File: src/sbc_map.svh
// Constants for the strap and sideband control block
`ifndef SBC_MAP_SVH
`define SBC_MAP_SVH
`define SBC_GPIO_COUNT 4
`define SBC_IR_WIDTH 4
`define SBC_IR_CAPTURE 4'h1
`define SBC_IR_BYPASS 4'hF
`define SBC_IR_SAMPLE 4'h2
`define SBC_STRAP_RESET 1'h0
`define SBC_WAKE_N_RESET 1'h1
`define SBC_OE_N_RESET 1'h1
`endif

File: src/sbc_pkg.sv
// Types shared by the strap and sideband control block
package sbc_pkg;
	// Latched strap levels
	typedef struct packed {
		logic smbus;
		logic reserved;
	} sbc_mode_t;

	// One driven pin: level and active-low output enable
	typedef struct packed {
		logic out;
		logic oe_n;
	} sbc_pin_t;

	// Boundary-scan TAP controller states
	typedef enum logic [3:0] {
		SBC_TLR, SBC_RTI, SBC_SEL_DR, SBC_CAP_DR, SBC_SHIFT_DR, SBC_EXIT1_DR,
		SBC_PAUSE_DR, SBC_EXIT2_DR, SBC_UPD_DR, SBC_SEL_IR, SBC_CAP_IR,
		SBC_SHIFT_IR, SBC_EXIT1_IR, SBC_PAUSE_IR, SBC_EXIT2_IR, SBC_UPD_IR
	} sbc_tap_state_t;
endpackage

File: src/sbc_strap_sideband.sv
// Strap capture, serial port pin steering, GPIO, wake and boundary-scan top
//
// Overview of operation
// - Interface-select level is captured, not followed
// - EEPROM mode drives serial clock pin out
// - SMBus mode: clock pin input, host clocks
// - EEPROM mode: data pin driven or released
// - SMBus mode: data pin open drain only
// - Four GPIO pins, direction per enable bit
// - Wake asserted on power event during L2
// - TAP state advances on TMS at TCK
// - Scan data shifts TDI in, TDO out
// - Configuration access uses I2C or SMBus protocol
`include "sbc_map.svh"
module sbc_strap_sideband
	import sbc_pkg::*;
#(
	parameter int GPIO_W = `SBC_GPIO_COUNT
)(
	// Clock and reset
	input wire logic clk_sys_i,
	input wire logic srst_i,
	// Mode straps
	input wire logic iface_select_strap_i,
	input wire logic operating_mode_strap_i,
	// EEPROM master engine
	input wire logic ee_scl_out_i,
	input wire logic ee_sda_out_i,
	input wire logic ee_sda_drive_i,
	// SMBus slave engine
	input wire logic smb_sda_pull_low_i,
	// Serial port pins
	input wire logic serial_clock_pin_i,
	input wire logic serial_data_pin_i,
	output logic serial_clock_pin_o,
	output logic serial_clock_pin_oe_n_o,
	output logic serial_data_pin_o,
	output logic serial_data_pin_oe_n_o,
	// Serial port state toward the engines
	output logic mode_valid_o,
	output logic ee_enable_o,
	output logic smb_enable_o,
	output logic mode_reserved_o,
	output logic serial_clock_in_o,
	output logic serial_data_in_o,
	// General-purpose pins
	input wire logic [GPIO_W-1:0] gpio_oe_ctrl_i,
	input wire logic [GPIO_W-1:0] gpio_out_ctrl_i,
	input wire logic [GPIO_W-1:0] gpio_pin_i,
	output logic [GPIO_W-1:0] gpio_pin_o,
	output logic [GPIO_W-1:0] gpio_pin_oe_n_o,
	output logic [GPIO_W-1:0] gpio_in_o,
	// Power management
	input wire logic power_event_in_n_i,
	input wire logic link_in_l2_i,
	output logic wake_n_o,
	// Boundary scan
	input wire logic tck_i,
	input wire logic tms_i,
	input wire logic tdi_i,
	output logic tdo_o
);
	sbc_mode_t mode_reg, mode_next;
	logic taken_reg, taken_next;
	logic ee_en_reg, ee_en_next, smb_en_reg, smb_en_next;
	sbc_pin_t scl_reg, scl_next, sda_reg, sda_next;
	logic scl_in_reg, scl_in_next, sda_in_reg, sda_in_next;
	logic [GPIO_W-1:0] gpio_out_reg, gpio_out_next, gpio_oe_n_reg, gpio_oe_n_next;
	logic [GPIO_W-1:0] gpio_in_reg, gpio_in_next;
	logic wake_n_reg, wake_n_next;
	logic tck_reg, tck_rise, tck_fall;

	//////////////////////////////////////////////////////////////////////////
	// Strap capture on the first cycle after reset release
	always_comb
	begin
		mode_next = mode_reg;
		taken_next = 1'h1;
		if (!taken_reg)
		begin
			mode_next.smbus = iface_select_strap_i;
			mode_next.reserved = operating_mode_strap_i;
		end
		// Mode enables registered from the values the strap flops take
		ee_en_next = taken_next && !mode_next.smbus;
		smb_en_next = taken_next && mode_next.smbus;
	end

	always_ff @(posedge clk_sys_i)
	begin
		if (srst_i)
		begin
			mode_reg <= '{smbus: `SBC_STRAP_RESET, reserved: `SBC_STRAP_RESET};
			taken_reg <= 1'h0;
			ee_en_reg <= 1'h0;
			smb_en_reg <= 1'h0;
		end
		else
		begin
			mode_reg <= mode_next;
			taken_reg <= taken_next;
			ee_en_reg <= ee_en_next;
			smb_en_reg <= smb_en_next;
		end
	end

	//////////////////////////////////////////////////////////////////////////
	// Serial port pin steering; pins stay released until the straps are held
	always_comb
	begin
		scl_next = '{out: 1'h0, oe_n: `SBC_OE_N_RESET};
		sda_next = '{out: 1'h0, oe_n: `SBC_OE_N_RESET};
		if (taken_reg && !mode_reg.smbus)
		begin
			scl_next = '{out: ee_scl_out_i, oe_n: 1'h0};
			sda_next = '{out: ee_sda_out_i, oe_n: !ee_sda_drive_i};
		end
		else if (taken_reg)
		begin
			// Clock pin stays an input; data only ever pulls low
			sda_next = '{out: 1'h0, oe_n: !smb_sda_pull_low_i};
		end
		scl_in_next = serial_clock_pin_i;
		sda_in_next = serial_data_pin_i;
	end

	always_ff @(posedge clk_sys_i)
	begin
		if (srst_i)
		begin
			scl_reg <= '{out: 1'h0, oe_n: `SBC_OE_N_RESET};
			sda_reg <= '{out: 1'h0, oe_n: `SBC_OE_N_RESET};
			scl_in_reg <= 1'h1;
			sda_in_reg <= 1'h1;
		end
		else
		begin
			scl_reg <= scl_next;
			sda_reg <= sda_next;
			scl_in_reg <= scl_in_next;
			sda_in_reg <= sda_in_next;
		end
	end

	//////////////////////////////////////////////////////////////////////////
	// General-purpose pins and wake
	always_comb
	begin
		gpio_out_next = gpio_out_ctrl_i;
		gpio_oe_n_next = ~gpio_oe_ctrl_i;
		gpio_in_next = gpio_pin_i;
		wake_n_next = !(!power_event_in_n_i && link_in_l2_i);
	end

	always_ff @(posedge clk_sys_i)
	begin
		if (srst_i)
		begin
			gpio_out_reg <= '0;
			gpio_oe_n_reg <= '1;
			gpio_in_reg <= '0;
			wake_n_reg <= `SBC_WAKE_N_RESET;
		end
		else
		begin
			gpio_out_reg <= gpio_out_next;
			gpio_oe_n_reg <= gpio_oe_n_next;
			gpio_in_reg <= gpio_in_next;
			wake_n_reg <= wake_n_next;
		end
	end

	//////////////////////////////////////////////////////////////////////////
	// Test clock edges, then the TAP
	always_ff @(posedge clk_sys_i)
	begin
		// Reset to the pulled-up idle level: no false rise after reset
		if (srst_i)
			tck_reg <= 1'h1;
		else
			tck_reg <= tck_i;
	end

	always_comb
	begin
		tck_rise = tck_i && !tck_reg;
		tck_fall = !tck_i && tck_reg;
	end

	sbc_tap #(
		.SAMPLE_W(GPIO_W + 2)
	) u_tap (
		.clk_sys_i(clk_sys_i),
		.srst_i(srst_i),
		.tck_rise_i(tck_rise),
		.tck_fall_i(tck_fall),
		.tms_i(tms_i),
		.tdi_i(tdi_i),
		.sample_i({gpio_pin_i, serial_data_pin_i, serial_clock_pin_i}),
		.tdo_o(tdo_o)
	);

	//////////////////////////////////////////////////////////////////////////
	assign serial_clock_pin_o = scl_reg.out;
	assign serial_clock_pin_oe_n_o = scl_reg.oe_n;
	assign serial_data_pin_o = sda_reg.out;
	assign serial_data_pin_oe_n_o = sda_reg.oe_n;
	assign mode_valid_o = taken_reg;
	assign ee_enable_o = ee_en_reg;
	assign smb_enable_o = smb_en_reg;
	assign mode_reserved_o = mode_reg.reserved;
	assign serial_clock_in_o = scl_in_reg;
	assign serial_data_in_o = sda_in_reg;
	assign gpio_pin_o = gpio_out_reg;
	assign gpio_pin_oe_n_o = gpio_oe_n_reg;
	assign gpio_in_o = gpio_in_reg;
	assign wake_n_o = wake_n_reg;
endmodule

File: src/sbc_tap.sv
// Boundary-scan TAP controller with instruction, bypass and sample registers
`include "sbc_map.svh"
module sbc_tap
	import sbc_pkg::*;
#(
	parameter int SAMPLE_W = 6
)(
	// Clock and reset
	input wire logic clk_sys_i,
	input wire logic srst_i,
	// Test clock edges and serial inputs
	input wire logic tck_rise_i,
	input wire logic tck_fall_i,
	input wire logic tms_i,
	input wire logic tdi_i,
	input wire logic [SAMPLE_W-1:0] sample_i,
	// Serial output
	output logic tdo_o
);
	sbc_tap_state_t st_reg, st_next;
	logic [`SBC_IR_WIDTH-1:0] ir_reg, ir_next, instr_reg, instr_next;
	logic byp_reg, byp_next;
	logic [SAMPLE_W-1:0] smp_reg, smp_next;
	logic tdo_reg, tdo_next;

	//////////////////////////////////////////////////////////////////////////
	always_comb
	begin
		st_next = st_reg;
		ir_next = ir_reg;
		instr_next = instr_reg;
		byp_next = byp_reg;
		smp_next = smp_reg;
		tdo_next = tdo_reg;
		if (tck_rise_i)
		begin
			// State walk follows the test mode select level
			case (st_reg)
				SBC_TLR: st_next = tms_i ? SBC_TLR : SBC_RTI;
				SBC_RTI: st_next = tms_i ? SBC_SEL_DR : SBC_RTI;
				SBC_SEL_DR: st_next = tms_i ? SBC_SEL_IR : SBC_CAP_DR;
				SBC_CAP_DR: st_next = tms_i ? SBC_EXIT1_DR : SBC_SHIFT_DR;
				SBC_SHIFT_DR: st_next = tms_i ? SBC_EXIT1_DR : SBC_SHIFT_DR;
				SBC_EXIT1_DR: st_next = tms_i ? SBC_UPD_DR : SBC_PAUSE_DR;
				SBC_PAUSE_DR: st_next = tms_i ? SBC_EXIT2_DR : SBC_PAUSE_DR;
				SBC_EXIT2_DR: st_next = tms_i ? SBC_UPD_DR : SBC_SHIFT_DR;
				SBC_UPD_DR: st_next = tms_i ? SBC_SEL_DR : SBC_RTI;
				SBC_SEL_IR: st_next = tms_i ? SBC_TLR : SBC_CAP_IR;
				SBC_CAP_IR: st_next = tms_i ? SBC_EXIT1_IR : SBC_SHIFT_IR;
				SBC_SHIFT_IR: st_next = tms_i ? SBC_EXIT1_IR : SBC_SHIFT_IR;
				SBC_EXIT1_IR: st_next = tms_i ? SBC_UPD_IR : SBC_PAUSE_IR;
				SBC_PAUSE_IR: st_next = tms_i ? SBC_EXIT2_IR : SBC_PAUSE_IR;
				SBC_EXIT2_IR: st_next = tms_i ? SBC_UPD_IR : SBC_SHIFT_IR;
				SBC_UPD_IR: st_next = tms_i ? SBC_SEL_DR : SBC_RTI;
				default: st_next = SBC_TLR;
			endcase
			// Registers capture, shift from the serial input and update
			case (st_reg)
				SBC_TLR: instr_next = `SBC_IR_BYPASS;
				SBC_CAP_IR: ir_next = `SBC_IR_CAPTURE;
				SBC_SHIFT_IR: ir_next = {tdi_i, ir_reg[`SBC_IR_WIDTH-1:1]};
				SBC_UPD_IR: instr_next = ir_reg;
				SBC_CAP_DR:
				begin
					byp_next = 1'h0;
					smp_next = sample_i;
				end
				SBC_SHIFT_DR:
				begin
					byp_next = tdi_i;
					smp_next = {tdi_i, smp_reg[SAMPLE_W-1:1]};
				end
				default: ;
			endcase
		end
		// Output changes on the falling test clock edge
		if (tck_fall_i)
		begin
			case (st_reg)
				SBC_SHIFT_IR: tdo_next = ir_reg[0];
				SBC_SHIFT_DR: tdo_next = (instr_reg == `SBC_IR_SAMPLE) ? smp_reg[0] : byp_reg;
				default: tdo_next = tdo_reg;
			endcase
		end
	end

	always_ff @(posedge clk_sys_i)
	begin
		if (srst_i)
		begin
			st_reg <= SBC_TLR;
			ir_reg <= `SBC_IR_CAPTURE;
			instr_reg <= `SBC_IR_BYPASS;
			byp_reg <= 1'h0;
			smp_reg <= '0;
			tdo_reg <= 1'h0;
		end
		else
		begin
			st_reg <= st_next;
			ir_reg <= ir_next;
			instr_reg <= instr_next;
			byp_reg <= byp_next;
			smp_reg <= smp_next;
			tdo_reg <= tdo_next;
		end
	end

	assign tdo_o = tdo_reg;
endmodule

File: config.mk
export PLATFORM = sky130hd
export DESIGN_NAME = sbc_strap_sideband
export DESIGN_NICKNAME = d
export VERILOG_FILES = /design/src/sbc_pkg.sv /design/src/sbc_strap_sideband.sv /design/src/sbc_tap.sv
export VERILOG_INCLUDE_DIRS = /design/src
export SDC_FILE = /design/constraint.sdc
export NUM_CORES = 1
export LEC_CHECK = 0
export ABC_AREA = 1
export ABC_CLOCK_PERIOD_IN_PS = 1400
export BUFFER_PORTS_ARGS = -buffer_cell sky130_fd_sc_hd__buf_4
export CORE_MARGIN = 4
export CORE_UTILIZATION = 25
export CTS_BUF_LIST = sky130_fd_sc_hd__clkbuf_4
export DETAILED_ROUTE_END_ITERATION = 10
export SYNTH_ARGS = -nofsm -noshare
export SYNTH_HDL_FRONTEND = slang
export SYNTH_SLANG_ARGS = --single-unit
File: constraint.sdc
create_clock -name clk_sys_i -period 1.4 [get_ports clk_sys_i]
set_clock_uncertainty 0.2 [all_clocks]
set_input_delay 0 -clock clk_sys_i [delete_from_list [all_inputs] [get_ports clk_sys_i]]
set_output_delay 0 -clock clk_sys_i [all_outputs]
set_load 0.01 [all_outputs]
==> impl_results.md, run 1 <==
- Mapped Area: 1740 um2
- Metal2 WL: 2560 um
- Max clock buf depth: 2
- PwrDens: 774 nW/um2
- Clk_lat worst skew: 340 ps
- Pins Over Slew Limit: 0
- Wire per inst: 11.6 um
- Number of fill cells: 668
- Slew @ Worst Pin: 578 ps
- Final Hold Fails: 0
- Clock slew at reported path FFs: 130 ps
- Status: complete, but fails checks
- Dpl hpwl: 3330 um
- Ant. Diodes: 0
- Comb pwr share: 14.5%
- Final Cell Area: 3100 um2
- Antenna violations before repair: 0
- Crit path DAT: 1510 ps
- Max reg flops: 6
- Pre-CTS setup slack: -172 ps
- Top cell type's share of synthesized area: 50.5%
- Share of cells above drive strength 1: 41.7%
- Tot Pwr: 2.39 mW
- CTS tree: done
- Layout area overhead: 77.5%
- Cell taking the most area after synthesis: dfxtp_1
- Worst setup margin: -91.1 ps
- Worst setup SP type: flop
- Area of the multi-input gates: 920 um2
- Cell count after synthesis: 237
- Max VDD drop: 405 uV
- Psw: 0.552 mW
- Die area: 8380 um2
- Internal power: 1.84 mW
- Max-cap violation count: 0
- Sequential cell area: 893 um2
- Vias per std cell: 4.33
- Final worst path period share: 107%
- Vias in the first global route: 1,882
- Initial DRC Count: 86
- Commonest cells post-synth: nand2_1, dfxtp_1, nor2_1
- Post-synth EDFFs: 0
- FFs w/ async S/R, synth: 0%
- Routed Antenna Nets: 0
- Total wire length: 5160 um
- Maximum clock rate: 671 MHz
- CP Class: flop to flop
- Flop pwr share: 54.4%
- Routability cong.: 0.883
- Port bufs: 50
- Total Routing Usage GR: 12.3%
- Ports: 51
- Rows: 30
- Worst min path class: input port to flop
- DRC Markers: 0
- Routed length on met3: 303 um
- Failing checks: negative setup slack
- Switching fraction of total power: 23.1%
- Clock power frac: 31.1%
- Met1 Wirelength: 2180 um
- Post-synth top flop: dfxtp_1
- Critical Path Fanout Max: 5
- Core area: 6790 um2
- Synth area leaders: dfxtp_1, nand2_1, nor2_1
- Post-layout min period: 1490 ps
- Min Hold Slack: 149 ps
- Lkg Pwr: 1.55 nW
- Total grt overflow: 0
- Number of nets in the layout: 376
- Library cells used by synthesis: 25
- Avg Cell Area, Syn: 7.36 um2
- Endpoints failing setup: 15
- Slew headroom: 61.4%
- Root Buffer: clkbuf_4
- Largest net degree at the start of global routing: 14
- Req. time, crit path: 1420 ps
- First-pass GRT wire length: 8450 um
- First-pass DRT Iterations: 4
- TritonCTS buffer count: 5
- Die height: 91.5 um
- Most numerous cell in the Yosys netlist: nand2_1
- CTS Sinks: 44
- Highest routed layer: met4
- Chip Width: 91.5 um
- Vias: 1,922
- Initial Util: 25.7%
- Syn_nets: 264
- Yosys reg bits: 44
- RSZ-0062 raised after global routing: yes
- H-Tree Depth: 2
- Warnings, synthesis: 0
- Seq/Total Area, Yosys: 50.5%
- Setup crit end kind: flop
- Placed inst area: 2350 um2
-- cells by family (layout without fill, tap and decap cells) --
| family | Yosys count | in the layout | share of synthesized area [%] |
|---|---|---|---|
| buf+inv | 39 | 150 | 9.25 |
| compound gates | 45 | 45 | 14.2 |
| flops | 44 | 44 | 50.5 |
| simple gates | 109 | 109 | 26.0 |
-- through the flow --
stage | utilization, % | instances | setup TNS (ps)
final | 45.6 | 444 | -734
after detailed placement | 34.6 | 395 | -1630
after floorplan | - | 237 | -19.6
after global routing | 45.6 | 444 | -1980
after CTS | 43.5 | 443 | -204
after global placement | 34.6 | 395 | -1300
-- repair_timing --
action / CTS / global route
gates cloned: 0 / 0
hold buffers: 36 / 0
pin swaps: 12 / 12
endpoints found under the hold margin: 40 / 0
buffers inserted: 6 / 1
setup endpoints to repair: 20 / 19
gates resized for setup: 56 / 37
-- area by class of cell --
cell class                      instances  share of cell area, %
Clock inverter                          1                  0.970
Sequential cell                        44                   28.9
Tap cell                               96                   3.88
Clock buffer                            5                   1.21
Timing Repair Buffer                  111                   30.7
Multi-Input combinational cell        154                   29.7
Inverter                               33                   4.65
-- path summary, 6_finish.rpt --
path	depth (start not counted)	slack (ps)	endpoint	start
setup / recovery	8	-90	u_tap.st_reg[2]	u_tap.st_reg[3]
hold / removal	3	150	gpio_pin_oe_n_o[1]	gpio_oe_ctrl_i[1]
setup reg to reg	8	-90	u_tap.st_reg[2]	u_tap.st_reg[3]
hold reg to reg	2	260	u_tap.smp_reg[2]	u_tap.smp_reg[2]
-- placed cells by master (no fill, tap or decap), types with 3 or more instances in the layout --
cell type	netlist	routed
inv_2	1	3
nand2_1	57	44
a21oi_1	15	10
dfxtp_1	44	40
buf_6	1	6
inv_4	0	4
clkbuf_4	0	5
nand4_1	3	3
a21oi_2	1	5
nand2_2	3	7
dlygate4sd3_1	0	34
o21ai_2	1	10
buf_4	0	69
o21ai_1	0	5
nand3_2	0	4
a31oi_1	3	3
nand3_1	9	5
nor2_4	1	5
dfxtp_4	0	3
nor2_2	2	4
o21ai_0	19	5
o22ai_2	0	4
nor2_1	31	25
inv_1	30	24
nand2_4	0	9
-- layer usage --
| metal | track usage [%] | up-vias |
|---|---|---|
| li1 | - | 979 |
| met3 | 3.81 | 10 |
| met2 | 21.8 | 52 |
| met5 | 0 | - |
| met1 | 14.0 | 881 |
| met4 | 4.02 | 0 |
-- power by group through the flow --
stage          Clock, mW  Combinational, mW  Sequential (mW)
4_1_cts            0.769              0.335             1.30
3_5_place_dp           0              0.242             1.34
5_1_grt            0.822              0.380             1.31
3_3_place_gp           0              0.241             1.34
2_1_floorplan          0             0.0783             1.35
6_report           0.745              0.346             1.30
-- worst max-delay path: stages (launching register included) --
cell and delay (ps):
dfxtp_4 400, buf_4 150, nand2_4 60, buf_4 110, nor2_1 30, a31oi_1 130, nand2_1 80, o21ai_1 120
a21oi_1 80
(Power assumes the default switching activity.)
==> run 2, diff against run 1 <==
--- a/config.mk
+++ b/config.mk
@@ -13,6 +13,7 @@
 export CORE_UTILIZATION = 25
 export CTS_BUF_LIST = sky130_fd_sc_hd__clkbuf_4
 export DETAILED_ROUTE_END_ITERATION = 10
+export PLACE_DENSITY = 0.52
 export SYNTH_ARGS = -nofsm -noshare
 export SYNTH_HDL_FRONTEND = slang
 export SYNTH_SLANG_ARGS = --single-unit
==> run 2 against run 1 <==
- the run ends with negative hold slack, negative setup slack left
- register-to-register slack better by 60 ps
- sequential power hardly changed
- die area stayed put
- combinational power is 5% higher
- routed wire length is 4.5% higher
- total power is 4.7% lower
- count of clock-buffer cells in the layout stayed put
- critical path depth stayed put
- via count is 0.94% lower
- maximum frequency is 3.8% higher
- non-clock buffer count is 5 higher
- critical path type unchanged
- largest cell class unchanged
- largest power group unchanged
==> impl_results.md, run 2 (synthesized netlist as in run 1, its figures left out) <==
- Status: complete, but fails checks
- Failing checks: negative hold slack, negative setup slack
- Initial Util: 25.7% (unchanged)
- H-Tree Depth: 2 (unchanged)
- Endpoints failing setup: 7 (-8)
- Lkg Pwr: 1.44 nW (-7.1%)
- Number of nets in the layout: 381 (+1.3%)
- Core area: 6790 um2 (unchanged)
- First-pass DRT Iterations: 5 (+1)
- Port bufs: 50 (unchanged)
- DRC Markers: 0 (unchanged)
- Total grt overflow: 0 (unchanged)
- Worst reg-to-reg setup slack: -40 ps (+60 ps)
- Initial DRC Count: 62 (-28%)
- Ports: 51 (unchanged)
- Min Hold Slack: -322 ps (-471 ps)
- Internal power: 1.68 mW (-8.6%)
- Routability cong.: 0.851 (-3.6%)
- Setup crit end: u_tap.st_reg[0]
- Final worst path period share: 103% (-3.9 points)
- Req. time, crit path: 1490 ps (+70 ps)
- Routed Antenna Nets: 0 (unchanged)
- Non-Filler Instances: 450 (+1.4%)
- Most frequent cells in the layout: buf_4, nand2_1, dfxtp_1, dlygate4sd3_1, inv_1
- Chip Width: 91.5 um (unchanged)
- Commonest non-fill, non-tap cell in the layout: buf_4
- CP Class: flop to flop
- Layout area overhead: 75.8%
- First-pass GRT wire length: 8910 um (+5.4%)
- Max reg flops: 6 (unchanged)
- Pre-CTS setup slack: -204 ps (-32.8 ps)
- Reg2Reg Depth: 8 (unchanged)
- Rows: 30 (unchanged)
- Vias per std cell: 4.23 (-2.3%)
- Worst min path class: input port to flop
- Setup TNS: -61.6 ps (+672 ps)
- Clock slew at reported path FFs: 140 ps (about the same)
- Final Hold Fails: 6 (+6)
- Number of fill cells: 663 (-0.75%)
- Comb pwr share: 15.9% (+1.4 points)
- Root Buffer: clkbuf_4
- Total Routing Usage GR: 13.1% (+0.74 points)
- PwrDens: 744 nW/um2 (-3.8%)
- Critical Path Fanout Max: 6 (+1)
- Worst setup margin: -36.0 ps (+55.1 ps)
- Psw: 0.598 mW (+8.3%)
- Pins Over Slew Limit: 0 (unchanged)
- Crit path DAT: 1520 ps (about the same)
- Worst r2r src: u_tap.st_reg[3]
- Vias: 1,904 (-0.94%)
- CTS tree: done
- Wire per inst: 12.0 um (+3.1%)
- Post-layout min period: 1440 ps (-55.1 ps)
- Dpl hpwl: 3330 um (about the same)
- Flop pwr share: 57.1% (+2.7 points)
- Share of cells above drive strength 1: 37.6% (-4.1 points)
- Antenna violations before repair: 0 (unchanged)
- Max-cap violation count: 0 (unchanged)
- Slew @ Worst Pin: 369 ps (-210 ps)
- Clock power frac: 27.0% (-4.1 points)
- RSZ-0062 raised after global routing: yes
- Setup crit end kind: flop
- Max clock buf depth: 2 (unchanged)
- Placed inst area: 2400 um2 (+2.1%)
- Placed Instances: 400 (+1.3%)
- TritonCTS buffer count: 5 (unchanged)
- Switching fraction of total power: 26.2% (+3.2 points)
- Worst r2r dst: u_tap.st_reg[0]
- Slew headroom: 75.3% (+14 points)
- CTS Sinks: 44 (unchanged)
- Layout Utilization: 45.1% (-0.44 points)
- Final Cell Area: 3070 um2 (-0.97%)
- Clk_lat worst skew: 370 ps (+30 ps)
- Ant. Diodes: 0 (unchanged)
- Die area: 8380 um2 (unchanged)
- Crit path from: u_tap.st_reg[3]
- Die height: 91.5 um (unchanged)
- Maximum clock rate: 696 MHz (+3.8%)
- Total wire length: 5390 um (+4.5%)
- Max VDD drop: 433 uV (+7.0%)
- Worst setup SP type: flop
- Largest net degree at the start of global routing: 14 (unchanged)
- Vias in the first global route: 1,919 (+2.0%)
run 2: what timing repair did:
action / in CTS / in global routing
buffers inserted: 3 / 1
hold buffers: 38 / 3
resized for setup: 32 / 39
cloned: 0 / 0
endpoints found under the setup margin: 20 / 21
pin swaps: 5 / 9
hold endpoints to repair: 37 / 8
run 2: worst min path at each step:
stage	start	to	slack, ps	cells past startpoint
2_1_floorplan	link_in_l2_i	wake_n_o	-130	1
3_3_place_gp	gpio_oe_ctrl_i[0]	gpio_pin_oe_n_o[0]	-40	2
3_5_place_dp	gpio_oe_ctrl_i[0]	gpio_pin_oe_n_o[0]	-30	2
4_1_cts	srst_i	u_tap.st_reg[1]	-320	2
5_1_grt	srst_i	u_tap.st_reg[1]	-340	2
6_report	srst_i	u_tap.st_reg[1]	-320	2
run 2: layer usage:
layer | GRT usage [%] | share of wire [%] | vias up
met1 | 15.8 | 45 | 863
met5 | 0 | 0 | -
li1 | - | - | 986
met3 | 4.64 | 6.1 | 9
met2 | 22.1 | 48 | 46
met4 | 3.27 | 1.2 | 0
run 2: stage by stage:
stage | total power [mW] | hold WS, ps
3_5_place_dp | 1.59 | -31.7
4_1_cts | 2.29 | -316
2_1_floorplan | 1.43 | -131
5_1_grt | 2.42 | -338
3_3_place_gp | 1.59 | -35.3
6_report | 2.28 | -322
run 2: layout make-up:
class                   instances  area (um2)  share of cell area [%]
multi-input cells             154         847                    27.6
repair buffers                116        1010                    32.9
flip-flops and latches         44         896                    29.2
clock inverters                 2        12.5                   0.408
well taps                      96         120                    3.92
clock buffers                   5        37.5                    1.22
inverters                      33         145                    4.73
run 2: worst max-delay path: stages (launching register included):
cell	delay, ps
dfxtp_4	440
nor2_4	70
buf_4	140
nand2_1	90
nand3_1	90
a21oi_1	140
nand3_1	90
nand2_1	60
inv_1	30
run 2: power groups by stage:
stage | Combinational, mW | Clock, mW | Sequential, mW
after global placement | 0.256 | 0 | 1.34
after detailed placement | 0.255 | 0 | 1.34
after global routing | 0.397 | 0.714 | 1.31
final | 0.362 | 0.616 | 1.30
after CTS | 0.344 | 0.643 | 1.30
after floorplan | 0.0783 | 0 | 1.35
